<file path="src/core/accel_cfg_pkg.sv">
// Constants, types and the field map of the power and configuration registers.
// Assumes a 100 MHz single clock and a byte-wide internal register port.
//
// What this block does
// - Decode bits 7:5 into power mode
// - Sleep interval code sets low-power sleep length
// - Profile bit 0: deep saving, FIFO blocked in low-power and suspend
// - Profile bit 1: fast access, full speed
// - Time-base bit picks event or equidistant
// - Equal FIFO spacing only with equidistant base
// - Output-select bit picks unfiltered or filtered data
// - Lock-disable bit, reset 1 in 8-bit mode
// - LSB read freezes matching MSB register
// - MSB read releases the freeze
// - Key 0xb6 starts software reset, others ignored
// - After delay, all settings return to defaults
// - Software reset works in every mode
// - Bits 7:4 enable pose, change, knock engines
// - Bits 2:0 enable slope detection z, y, x
// - Level-pose flag valid only while enabled
package accel_cfg_pkg;

	// ==========================================
	// Register offsets
	localparam logic [7:0] POWER_MODE_SELECT = 8'h11;
	localparam logic [7:0] LOW_POWER_PROFILE = 8'h12;
	localparam logic [7:0] OUTPUT_DATA_FORMAT = 8'h13;
	localparam logic [7:0] SOFTWARE_RESET_KEY = 8'h14;
	localparam logic [7:0] EVENT_ENABLE_GROUP0 = 8'h16;
	// Acceleration data pairs, LSB then MSB per axis, x first
	localparam logic [7:0] ACCEL_DATA_BASE = 8'h02;

	// ==========================================
	// Fields and reset values
	localparam int PM_HI = 7;
	localparam int PM_LO = 5;
	localparam int SLEEP_HI = 4;
	localparam int SLEEP_LO = 1;
	localparam int PROFILE_BIT = 6;
	localparam int TIMEBASE_BIT = 5;
	localparam int UNFILT_BIT = 7;
	localparam int LOCK_DIS_BIT = 6;
	localparam logic [7:0] POWER_MASK = 8'hfe;
	localparam logic [7:0] PROFILE_MASK = 8'h60;
	localparam logic [7:0] FORMAT_MASK = 8'hc0;
	localparam logic [7:0] ENABLE_MASK = 8'hf7;
	localparam logic [7:0] REG_RESET = 8'h00;
	localparam logic [7:0] RESET_KEY = 8'hb6;

	// ==========================================
	// Timing
	localparam int CLOCK_MHZ = 100;
	localparam int SOFT_RESET_DELAY_US = 2;
	localparam int SOFT_RESET_CYCLES = SOFT_RESET_DELAY_US * CLOCK_MHZ;
	localparam int STRAP_SETTLE = 3;

	// Sleep-phase length in microseconds for each interval code
	localparam logic [19:0] SLEEP_US [16] = '{
		20'd500, 20'd500, 20'd500, 20'd500, 20'd500, 20'd500,
		20'd1000, 20'd2000, 20'd4000, 20'd6000, 20'd10000,
		20'd25000, 20'd50000, 20'd100000, 20'd500000, 20'd1000000};

	typedef enum logic [2:0] {
		PM_NORMAL = 3'b000,
		PM_DEEP_SLEEP = 3'b001,
		PM_LOW_POWER = 3'b010,
		PM_SUSPEND = 3'b100
	} power_mode_t;

	typedef logic [11:0] axis_t;

	typedef struct packed {
		axis_t [2:0] filtered;
		axis_t [2:0] unfiltered;
	} accel_sample_t;

	typedef struct packed {
		logic wr;
		logic rd;
		logic [7:0] addr;
		logic [7:0] wdata;
	} reg_req_t;

	typedef struct packed {
		logic level_pose;
		logic pose_change;
		logic single_knock;
		logic double_knock;
		logic [2:0] slope_zyx;
	} engine_enable_t;

endpackage

</file>
<file path="src/core/accel_power_cfg.sv">
// Power mode, low-power profile, output format, keyed reset and engine enables.
// Assumes a single-cycle register port from the serial front end on i_clock
// and acceleration samples from logic on the same clock.
`timescale 1ns/100ps

module accel_power_cfg #(
	parameter int CYCLES_PER_US = accel_cfg_pkg::CLOCK_MHZ
) (
	input wire logic i_clock,
	input wire logic i_arst_n,
	input wire accel_cfg_pkg::reg_req_t i_req,
	output logic [7:0] o_reg_rdata,
	input wire logic i_eight_bit_mode,
	input wire logic i_sample_valid,
	input wire accel_cfg_pkg::accel_sample_t i_sample,
	input wire logic i_level_pose_raw,
	output accel_cfg_pkg::power_mode_t o_power_mode,
	output logic o_fast_access_profile,
	output logic o_fifo_access_en,
	output logic o_slow_write_required,
	output logic o_equidistant_timebase,
	output logic o_wake_pulse,
	output logic o_fifo_write,
	output logic o_soft_reset_busy,
	output accel_cfg_pkg::engine_enable_t o_engine_enable,
	output logic o_level_pose_flag,
	output logic o_level_pose_valid
);
	import accel_cfg_pkg::*;

	// ==========================================
	// Strap synchroniser
	logic strap_meta_r;
	logic strap_sync_r;

	always_ff @(posedge i_clock or negedge i_arst_n) begin
		if (!i_arst_n) begin
			strap_meta_r <= 1'b0;
			strap_sync_r <= 1'b0;
		end else begin
			strap_meta_r <= i_eight_bit_mode;
			strap_sync_r <= strap_meta_r;
		end
	end

	// ==========================================
	// Configuration registers
	logic [7:0] power_r, power_nxt;
	logic [7:0] profile_r, profile_nxt;
	logic [7:0] format_r, format_nxt;
	logic [7:0] enable_r, enable_nxt;
	power_mode_t mode_r, mode_nxt;
	logic [1:0] settle_r, settle_nxt;
	logic [15:0] srst_cnt_r, srst_cnt_nxt;
	logic srst_busy_r, srst_busy_nxt;
	logic [2:0] code;
	logic srst_done;

	assign code = i_req.wdata[PM_HI:PM_LO];
	assign srst_done = srst_busy_r && (srst_cnt_r == 16'h0000);

	always_comb begin
		power_nxt = power_r;
		profile_nxt = profile_r;
		format_nxt = format_r;
		enable_nxt = enable_r;
		mode_nxt = mode_r;
		settle_nxt = settle_r;
		srst_cnt_nxt = srst_cnt_r;
		srst_busy_nxt = srst_busy_r;
		if (i_req.wr) begin
			if (i_req.addr == POWER_MODE_SELECT) begin
				power_nxt = i_req.wdata & POWER_MASK;
				case (code)
					PM_NORMAL, PM_DEEP_SLEEP, PM_LOW_POWER, PM_SUSPEND: begin
						mode_nxt = power_mode_t'(code);
					end
					default: begin
						// Stored for readback, but the running mode stays
						mode_nxt = mode_r;
					end
				endcase
			end else if (i_req.addr == LOW_POWER_PROFILE) begin
				profile_nxt = i_req.wdata & PROFILE_MASK;
			end else if (i_req.addr == OUTPUT_DATA_FORMAT) begin
				format_nxt = i_req.wdata & FORMAT_MASK;
			end else if (i_req.addr == EVENT_ENABLE_GROUP0) begin
				enable_nxt = i_req.wdata & ENABLE_MASK;
			end else if (i_req.addr == SOFTWARE_RESET_KEY) begin
				// No mode gating: the key works in every power mode
				if (i_req.wdata == RESET_KEY) begin
					srst_busy_nxt = 1'b1;
					srst_cnt_nxt = 16'(SOFT_RESET_CYCLES - 1);
				end
			end
		end
		if (srst_busy_r && !srst_done) begin
			srst_cnt_nxt = srst_cnt_r - 16'h0001;
		end
		if (mode_nxt == PM_DEEP_SLEEP && mode_r != PM_DEEP_SLEEP) begin
			// Deepest sleep does not hold the application settings
			profile_nxt = REG_RESET;
			format_nxt = REG_RESET;
			enable_nxt = REG_RESET;
			settle_nxt = 2'(STRAP_SETTLE);
		end
		if (srst_done) begin
			power_nxt = REG_RESET;
			profile_nxt = REG_RESET;
			format_nxt = REG_RESET;
			enable_nxt = REG_RESET;
			mode_nxt = PM_NORMAL;
			srst_busy_nxt = 1'b0;
			settle_nxt = 2'(STRAP_SETTLE);
		end
		if (settle_r != 2'h0) begin
			settle_nxt = settle_r - 2'h1;
			if (settle_r == 2'h1) begin
				// Strap is valid only after passing the synchroniser
				format_nxt[LOCK_DIS_BIT] = strap_sync_r;
			end
		end
	end

	always_ff @(posedge i_clock or negedge i_arst_n) begin
		if (!i_arst_n) begin
			power_r <= REG_RESET;
			profile_r <= REG_RESET;
			format_r <= REG_RESET;
			enable_r <= REG_RESET;
			mode_r <= PM_NORMAL;
			settle_r <= 2'(STRAP_SETTLE);
			srst_cnt_r <= 16'h0000;
			srst_busy_r <= 1'b0;
		end else begin
			power_r <= power_nxt;
			profile_r <= profile_nxt;
			format_r <= format_nxt;
			enable_r <= enable_nxt;
			mode_r <= mode_nxt;
			settle_r <= settle_nxt;
			srst_cnt_r <= srst_cnt_nxt;
			srst_busy_r <= srst_busy_nxt;
		end
	end

	// ==========================================
	// Low-power sleep timer
	logic [26:0] sleep_cnt_r, sleep_cnt_nxt;
	logic wake_r, wake_nxt;
	logic fifo_wr_r, fifo_wr_nxt;
	logic [26:0] sleep_len;
	logic equidistant;

	assign sleep_len = 27'(SLEEP_US[power_r[SLEEP_HI:SLEEP_LO]] * CYCLES_PER_US);
	assign equidistant = profile_r[TIMEBASE_BIT];

	always_comb begin
		sleep_cnt_nxt = sleep_cnt_r;
		wake_nxt = 1'b0;
		fifo_wr_nxt = 1'b0;
		if (mode_r == PM_LOW_POWER) begin
			if (sleep_cnt_r == 27'h0000000) begin
				wake_nxt = 1'b1;
				sleep_cnt_nxt = sleep_len - 27'h0000001;
			end else begin
				sleep_cnt_nxt = sleep_cnt_r - 27'h0000001;
			end
			if (equidistant) begin
				fifo_wr_nxt = wake_nxt;
			end else begin
				fifo_wr_nxt = i_sample_valid;
			end
		end else begin
			sleep_cnt_nxt = 27'h0000000;
			fifo_wr_nxt = i_sample_valid && mode_r == PM_NORMAL;
		end
	end

	always_ff @(posedge i_clock or negedge i_arst_n) begin
		if (!i_arst_n) begin
			sleep_cnt_r <= 27'h0000000;
			wake_r <= 1'b0;
			fifo_wr_r <= 1'b0;
		end else begin
			sleep_cnt_r <= sleep_cnt_nxt;
			wake_r <= wake_nxt;
			fifo_wr_r <= fifo_wr_nxt;
		end
	end

	// ==========================================
	// Acceleration data and shadow lock
	axis_t [2:0] live_r, live_nxt;
	logic [2:0][7:0] msb_r, msb_nxt;
	logic [2:0] lock_r, lock_nxt;
	axis_t [2:0] src;
	logic [7:0] rel;

	assign src = format_r[UNFILT_BIT] ? i_sample.unfiltered : i_sample.filtered;
	assign rel = i_req.addr - ACCEL_DATA_BASE;

	always_comb begin
		live_nxt = live_r;
		msb_nxt = msb_r;
		lock_nxt = lock_r;
		for (int a = 0; a < 3; a++) begin
			if (i_sample_valid) begin
				live_nxt[a] = src[a];
				// Frozen MSB keeps the half that pairs with the LSB read
				if (!lock_r[a]) begin
					msb_nxt[a] = src[a][11:4];
				end
			end
			if (i_req.rd && rel == 8'(2 * a) && !format_r[LOCK_DIS_BIT]) begin
				lock_nxt[a] = 1'b1;
			end
			if (i_req.rd && rel == 8'(2 * a + 1)) begin
				lock_nxt[a] = 1'b0;
			end
			if (format_r[LOCK_DIS_BIT]) begin
				lock_nxt[a] = 1'b0;
			end
		end
	end

	always_ff @(posedge i_clock or negedge i_arst_n) begin
		if (!i_arst_n) begin
			live_r <= '0;
			msb_r <= '0;
			lock_r <= 3'h0;
		end else begin
			live_r <= live_nxt;
			msb_r <= msb_nxt;
			lock_r <= lock_nxt;
		end
	end

	// ==========================================
	// Read port
	logic [7:0] rdata_r, rdata_nxt;

	always_comb begin
		rdata_nxt = rdata_r;
		if (i_req.rd) begin
			if (i_req.addr == POWER_MODE_SELECT) begin
				rdata_nxt = power_r;
			end else if (i_req.addr == LOW_POWER_PROFILE) begin
				rdata_nxt = profile_r;
			end else if (i_req.addr == OUTPUT_DATA_FORMAT) begin
				rdata_nxt = format_r;
			end else if (i_req.addr == EVENT_ENABLE_GROUP0) begin
				rdata_nxt = enable_r;
			end else if (rel < 8'h06) begin
				if (rel[0]) begin
					rdata_nxt = msb_r[rel[2:1]];
				end else begin
					rdata_nxt = {live_r[rel[2:1]][3:0], 4'h0};
				end
			end else begin
				// Key register is write-only; unmapped reads give zero
				rdata_nxt = 8'h00;
			end
		end
	end

	always_ff @(posedge i_clock or negedge i_arst_n) begin
		if (!i_arst_n) begin
			rdata_r <= 8'h00;
		end else begin
			rdata_r <= rdata_nxt;
		end
	end

	// ==========================================
	// Outputs
	logic low_or_susp;

	assign low_or_susp = mode_r == PM_LOW_POWER || mode_r == PM_SUSPEND;
	assign o_reg_rdata = rdata_r;
	assign o_power_mode = mode_r;
	assign o_fast_access_profile = profile_r[PROFILE_BIT];
	assign o_fifo_access_en = !low_or_susp || profile_r[PROFILE_BIT];
	assign o_slow_write_required = low_or_susp && !profile_r[PROFILE_BIT];
	assign o_equidistant_timebase = equidistant;
	assign o_wake_pulse = wake_r;
	assign o_fifo_write = fifo_wr_r;
	assign o_soft_reset_busy = srst_busy_r;
	assign o_engine_enable = engine_enable_t'({enable_r[7:4], enable_r[2:0]});
	assign o_level_pose_valid = enable_r[7];
	assign o_level_pose_flag = i_level_pose_raw && enable_r[7];

endmodule // accel_power_cfg
</file>
<file path="config.mk">
export PLATFORM = sky130hd
export DESIGN_NAME = accel_power_cfg
export DESIGN_NICKNAME = d
export VERILOG_FILES = /design/src/core/accel_cfg_pkg.sv /design/src/core/accel_power_cfg.sv
export SDC_FILE = /design/constraint.sdc
export NUM_CORES = 1
export LEC_CHECK = 0
export BUFFER_PORTS_ARGS = -buffer_cell sky130_fd_sc_hd__buf_2
export CORE_ASPECT_RATIO = 0.75
export CORE_UTILIZATION = 42
export DETAILED_ROUTE_END_ITERATION = 6
export GPL_ROUTABILITY_DRIVEN = 1
export GPL_TIMING_DRIVEN = 0
export HOLD_SLACK_MARGIN = 0.03
export MAX_ROUTING_LAYER = met4
export PLACE_DENSITY_LB_ADDON = 0.12
export SETUP_SLACK_MARGIN = 0.2
export SYNTH_ARGS = -nofsm -noshare
export SYNTH_HDL_FRONTEND = slang
export SYNTH_SLANG_ARGS = --single-unit
export TNS_END_PERCENT = 10
</file>
<file path="constraint.sdc">
create_clock -name i_clock -period 13.2 [get_ports i_clock]
set_input_delay 2.64 -clock i_clock [delete_from_list [all_inputs] [get_ports i_clock]]
set_output_delay 2.64 -clock i_clock [all_outputs]
set_load 0.005 [all_outputs]
</file>
==> results by group <==
Setup path
  • Reg-to-reg slack, setup: 7.15 ns
  • Critical Path AT: 6.37 ns
  • Worst-path fanout max: 10
  • Reg2Reg Depth: 20
  • Crit path to: sleep_cnt_r[24]
  • Worst Path Required: 13.52 ns
  • CP Capture Type: register
  • Setup crit start: power_r[3]
  • CP startpoint kind: register
  • Reg2reg start: power_r[3]
  • Worst r2r dst: sleep_cnt_r[24]
  • Critical path type: register to register

Pwr
  • Power per Cell Area: around 110 nW/um^2
  • Total power: 1.08 mW
  • Peak supply drop: 0.0759 mV
  • Leakage: 4.77 nW

Finish
  • Reg area: roughly 3000 sq um
  • Diode count: 0
  • Fill count: a little under 2k
  • Fraction of layout cells with a size suffix above 1: roughly 17%
  • Multi-input gate area: 5160 sq um
  • Final net count: 1298
  • Layout area overhead: 17.8%

Timing
  • Pin slew with the least headroom to its limit: 0.895 ns
  • Unrepaired setup endpoints after global routing: false
  • Clock Skew: 0.0113 ns
  • Final hold violations: 0
  • Final Critical Period: 6.05 ns
  • Tcrit/Tclk final: 45.8%
  • Slew Limit Fails: 0
  • Total Neg Setup Slack: 0 ns
  • Post-route worst setup slack: 7.15 ns
  • Setup violations, final: 0
  • Relative slew slack: 40.3%
  • Max Clk Rate: 165 MHz

Global routing
  • Largest net degree at the start of global routing: 93
  • First-pass GRT wire length: between 30 and 40 mm
  • Global-route usage over all layers: 22.2%
  • Vias in the first global route: ~6.8k
  • Total global routing overflow: 0
  • Initial antenna violation count: 0

Placed design
  • Final GP Congestion: approximately 0.83
  • Hpwl dp: between 15 and 20 mm
  • Port buffer count: ~120
  • Setup slack after placement: between 7 and 8 ns

Synth
  • Top-area cell type share of the netlist area: 33.6%
  • Synthesized net count: 1162
  • EDFF count, synth: 0
  • Post-synth ARST share: 100%
  • Seq cells post-synth: 118
  • Yosys warning total: 0
  • Leading area contributor after synthesis: dfrtp_1
  • Mapped Cells: 988
  • Post-synth cell types: 72
  • Mapped Area: 8640 sq um
  • Syn_area_per_cell: 8.75 sq um
  • Largest cells by area after synthesis: dfrtp_1 (34%), ha_1 (9.4%), mux2i_1 (5.6%), nand2_1 (4.2%), o21ai_0 (4.1%)
  • Sequential area share after synthesis: between 30% and 40%
  • Top FF cell, synth: dfrtp_1

Hold path
  • Hold path start: strap_meta_r
  • Hold Crit Class: register to register

Floorplanning
  • Initial Util: 42.8%
  • Die H: approximately 130 um
  • Number of cell rows: 45
  • Die area: 21200 sq um
  • Core Footprint: 20200 sq um
  • Top Ports: about 120
  • Die width: 168 um

Detailed routing
  • Final wirelength: 22.1 mm
  • First-pass iteration count of the detailed router: 7
  • Vias: 7407
  • Drt via density: 5.31
  • Initial detailed-routing violation count: 601
  • Antenna Nets Post-Route: 0
  • Drt drc: 0
  • WL/cell: 15.8 um

Clocking
  • Worst skew pair latency: approximately 0.42 ns
  • Number of setup buffers added after CTS: 0
  • Cts repair resizes: 0
  • Clk sinks: roughly 120
  • # hold bufs at CTS: 0
  • CTS Buf Count: 17
  • H-Tree Depth: 4
  • TritonCTS clock tree: yes
  • Root Driver: clkbuf_16
  • Clock-pin slew on the worst setup and hold paths: 0.06 ns
  • Clock buffer depth: 2

Run status
  • Status: finished clean

Job
  • MaxCap Viol Count: 0
## stage by stage
stage                     util (%)  cells  cell area (sq um)  hold WS (ns)
after floorplan                  -    988               8640         0.331
after global placement        47.2   1362               9550         0.336
after detailed placement      47.4   1363               9580         0.343
after CTS                     50.4   1395              10200         0.357
after global routing          50.4   1395              10200         0.365
final                         50.4   1395              10200         0.354
## power breakdown
| group | total, mW | switching (mW) | internal, mW |
|---|---|---|---|
| clock | 0.481 | 0.183 | 0.299 |
| combinational | 0.196 | 0.115 | 0.0807 |
| sequential | 0.400 | 0.0164 | 0.383 |
| total | 1.08 | 0.315 | 0.763 |
## kinds of logic after synthesis
group	share of synthesized area, %
AOI/OAI and AO/OA	15.9
xor gates and xnor gates	5.57
adders and majority gates	12.7
buffers and inverters	6.05
DFF	34.2
muxes	6.73
and+or+nand+nor	18.9
## cell usage in the layout, fill, tap and decap left out, types with 41 or more instances in the layout
cell / n
dfrtp_1: 116
ha_1: 65
clkbuf_1: 41
nor2_1: 67
mux2i_1: 48
buf_2: 119
a21oi_1: 59
o21ai_0: 71
inv_1: 85
nand2_1: 97
## metal layers
| metal | GRT usage (%) | routed length [um] |
|---|---|---|
| met2 | 29.4 | 8870 |
| met3 | 3.83 | 1000 |
| met1 | 34.5 | 12000 |
| met4 | 4.64 | 187 |
| met5 | - | 0 |
## cells in the mapped netlist, types with 7 or more instances
cell / count
xor2_1: 24
clkbuf_1: 40
nor3_1: 28
fa_1: 14
a211oi_1: 17
nand2b_1: 12
inv_1: 85
o31ai_1: 10
or2_2: 9
nand2_1: 97
a221oi_1: 7
xnor2_1: 31
nand4_1: 7
dfrtp_1: 116
or3_1: 12
nand3_1: 26
nor2b_1: 11
and2_1: 9
ha_1: 65
o21ai_0: 71
nor2_1: 67
mux2i_1: 48
a21oi_1: 59
mux2_2: 7
o211ai_1: 7
nor4_1: 7
## state kept, by name (all words and copies together), names as in the netlist, 2 cells and up
register	cells
profile_r	2
settle_r	2
msb_r	24
power_r	7
live_r	12
enable_r	7
sleep_cnt_r	27
format_r	2
srst_cnt_r	16
o_reg_rdata	8
lock_r	3
o_power_mode	3
## worst min path at each step
| stage | endpoint | slack, ns | depth (start not counted) |
|---|---|---|---|
| floorplan | strap_sync_r | 0.33 | 0 |
| global placement | strap_sync_r | 0.34 | 0 |
| detailed placement | strap_sync_r | 0.34 | 0 |
| CTS | strap_sync_r | 0.36 | 0 |
| global route | strap_sync_r | 0.36 | 0 |
| finish | strap_sync_r | 0.35 | 0 |
## final cells by class
class | instances | area share (%)
buffer | 48 | 1.97
clock buffer | 18 | 4.21
clock inverter | 14 | 1.73
inverter | 86 | 3.17
multi-input combinational | 736 | 50.7
sequential | 118 | 29.0
tap | 258 | 3.17
timing repair buffer | 117 | 6.03
## critical path, stage by stage (launching register included)
cell and delay (ns):
dfrtp_1 0.31, clkbuf_1 0.30, clkbuf_1 0.39, buf_1 0.44
mux2i_1 0.24, nand2_1 0.13, ha_1 0.25, ha_1 0.29
inv_1 0.06, fa_1 0.53, inv_1 0.04, ha_1 0.38
a21oi_1 0.17, o21ai_0 0.21, a2111oi_0 0.55, xnor2_1 0.18
a2111oi_0 0.64, and4_1 0.34, nand4_1 0.13, xnor2_1 0.16
a211oi_1 0.22
(Power assumes the default switching activity.)
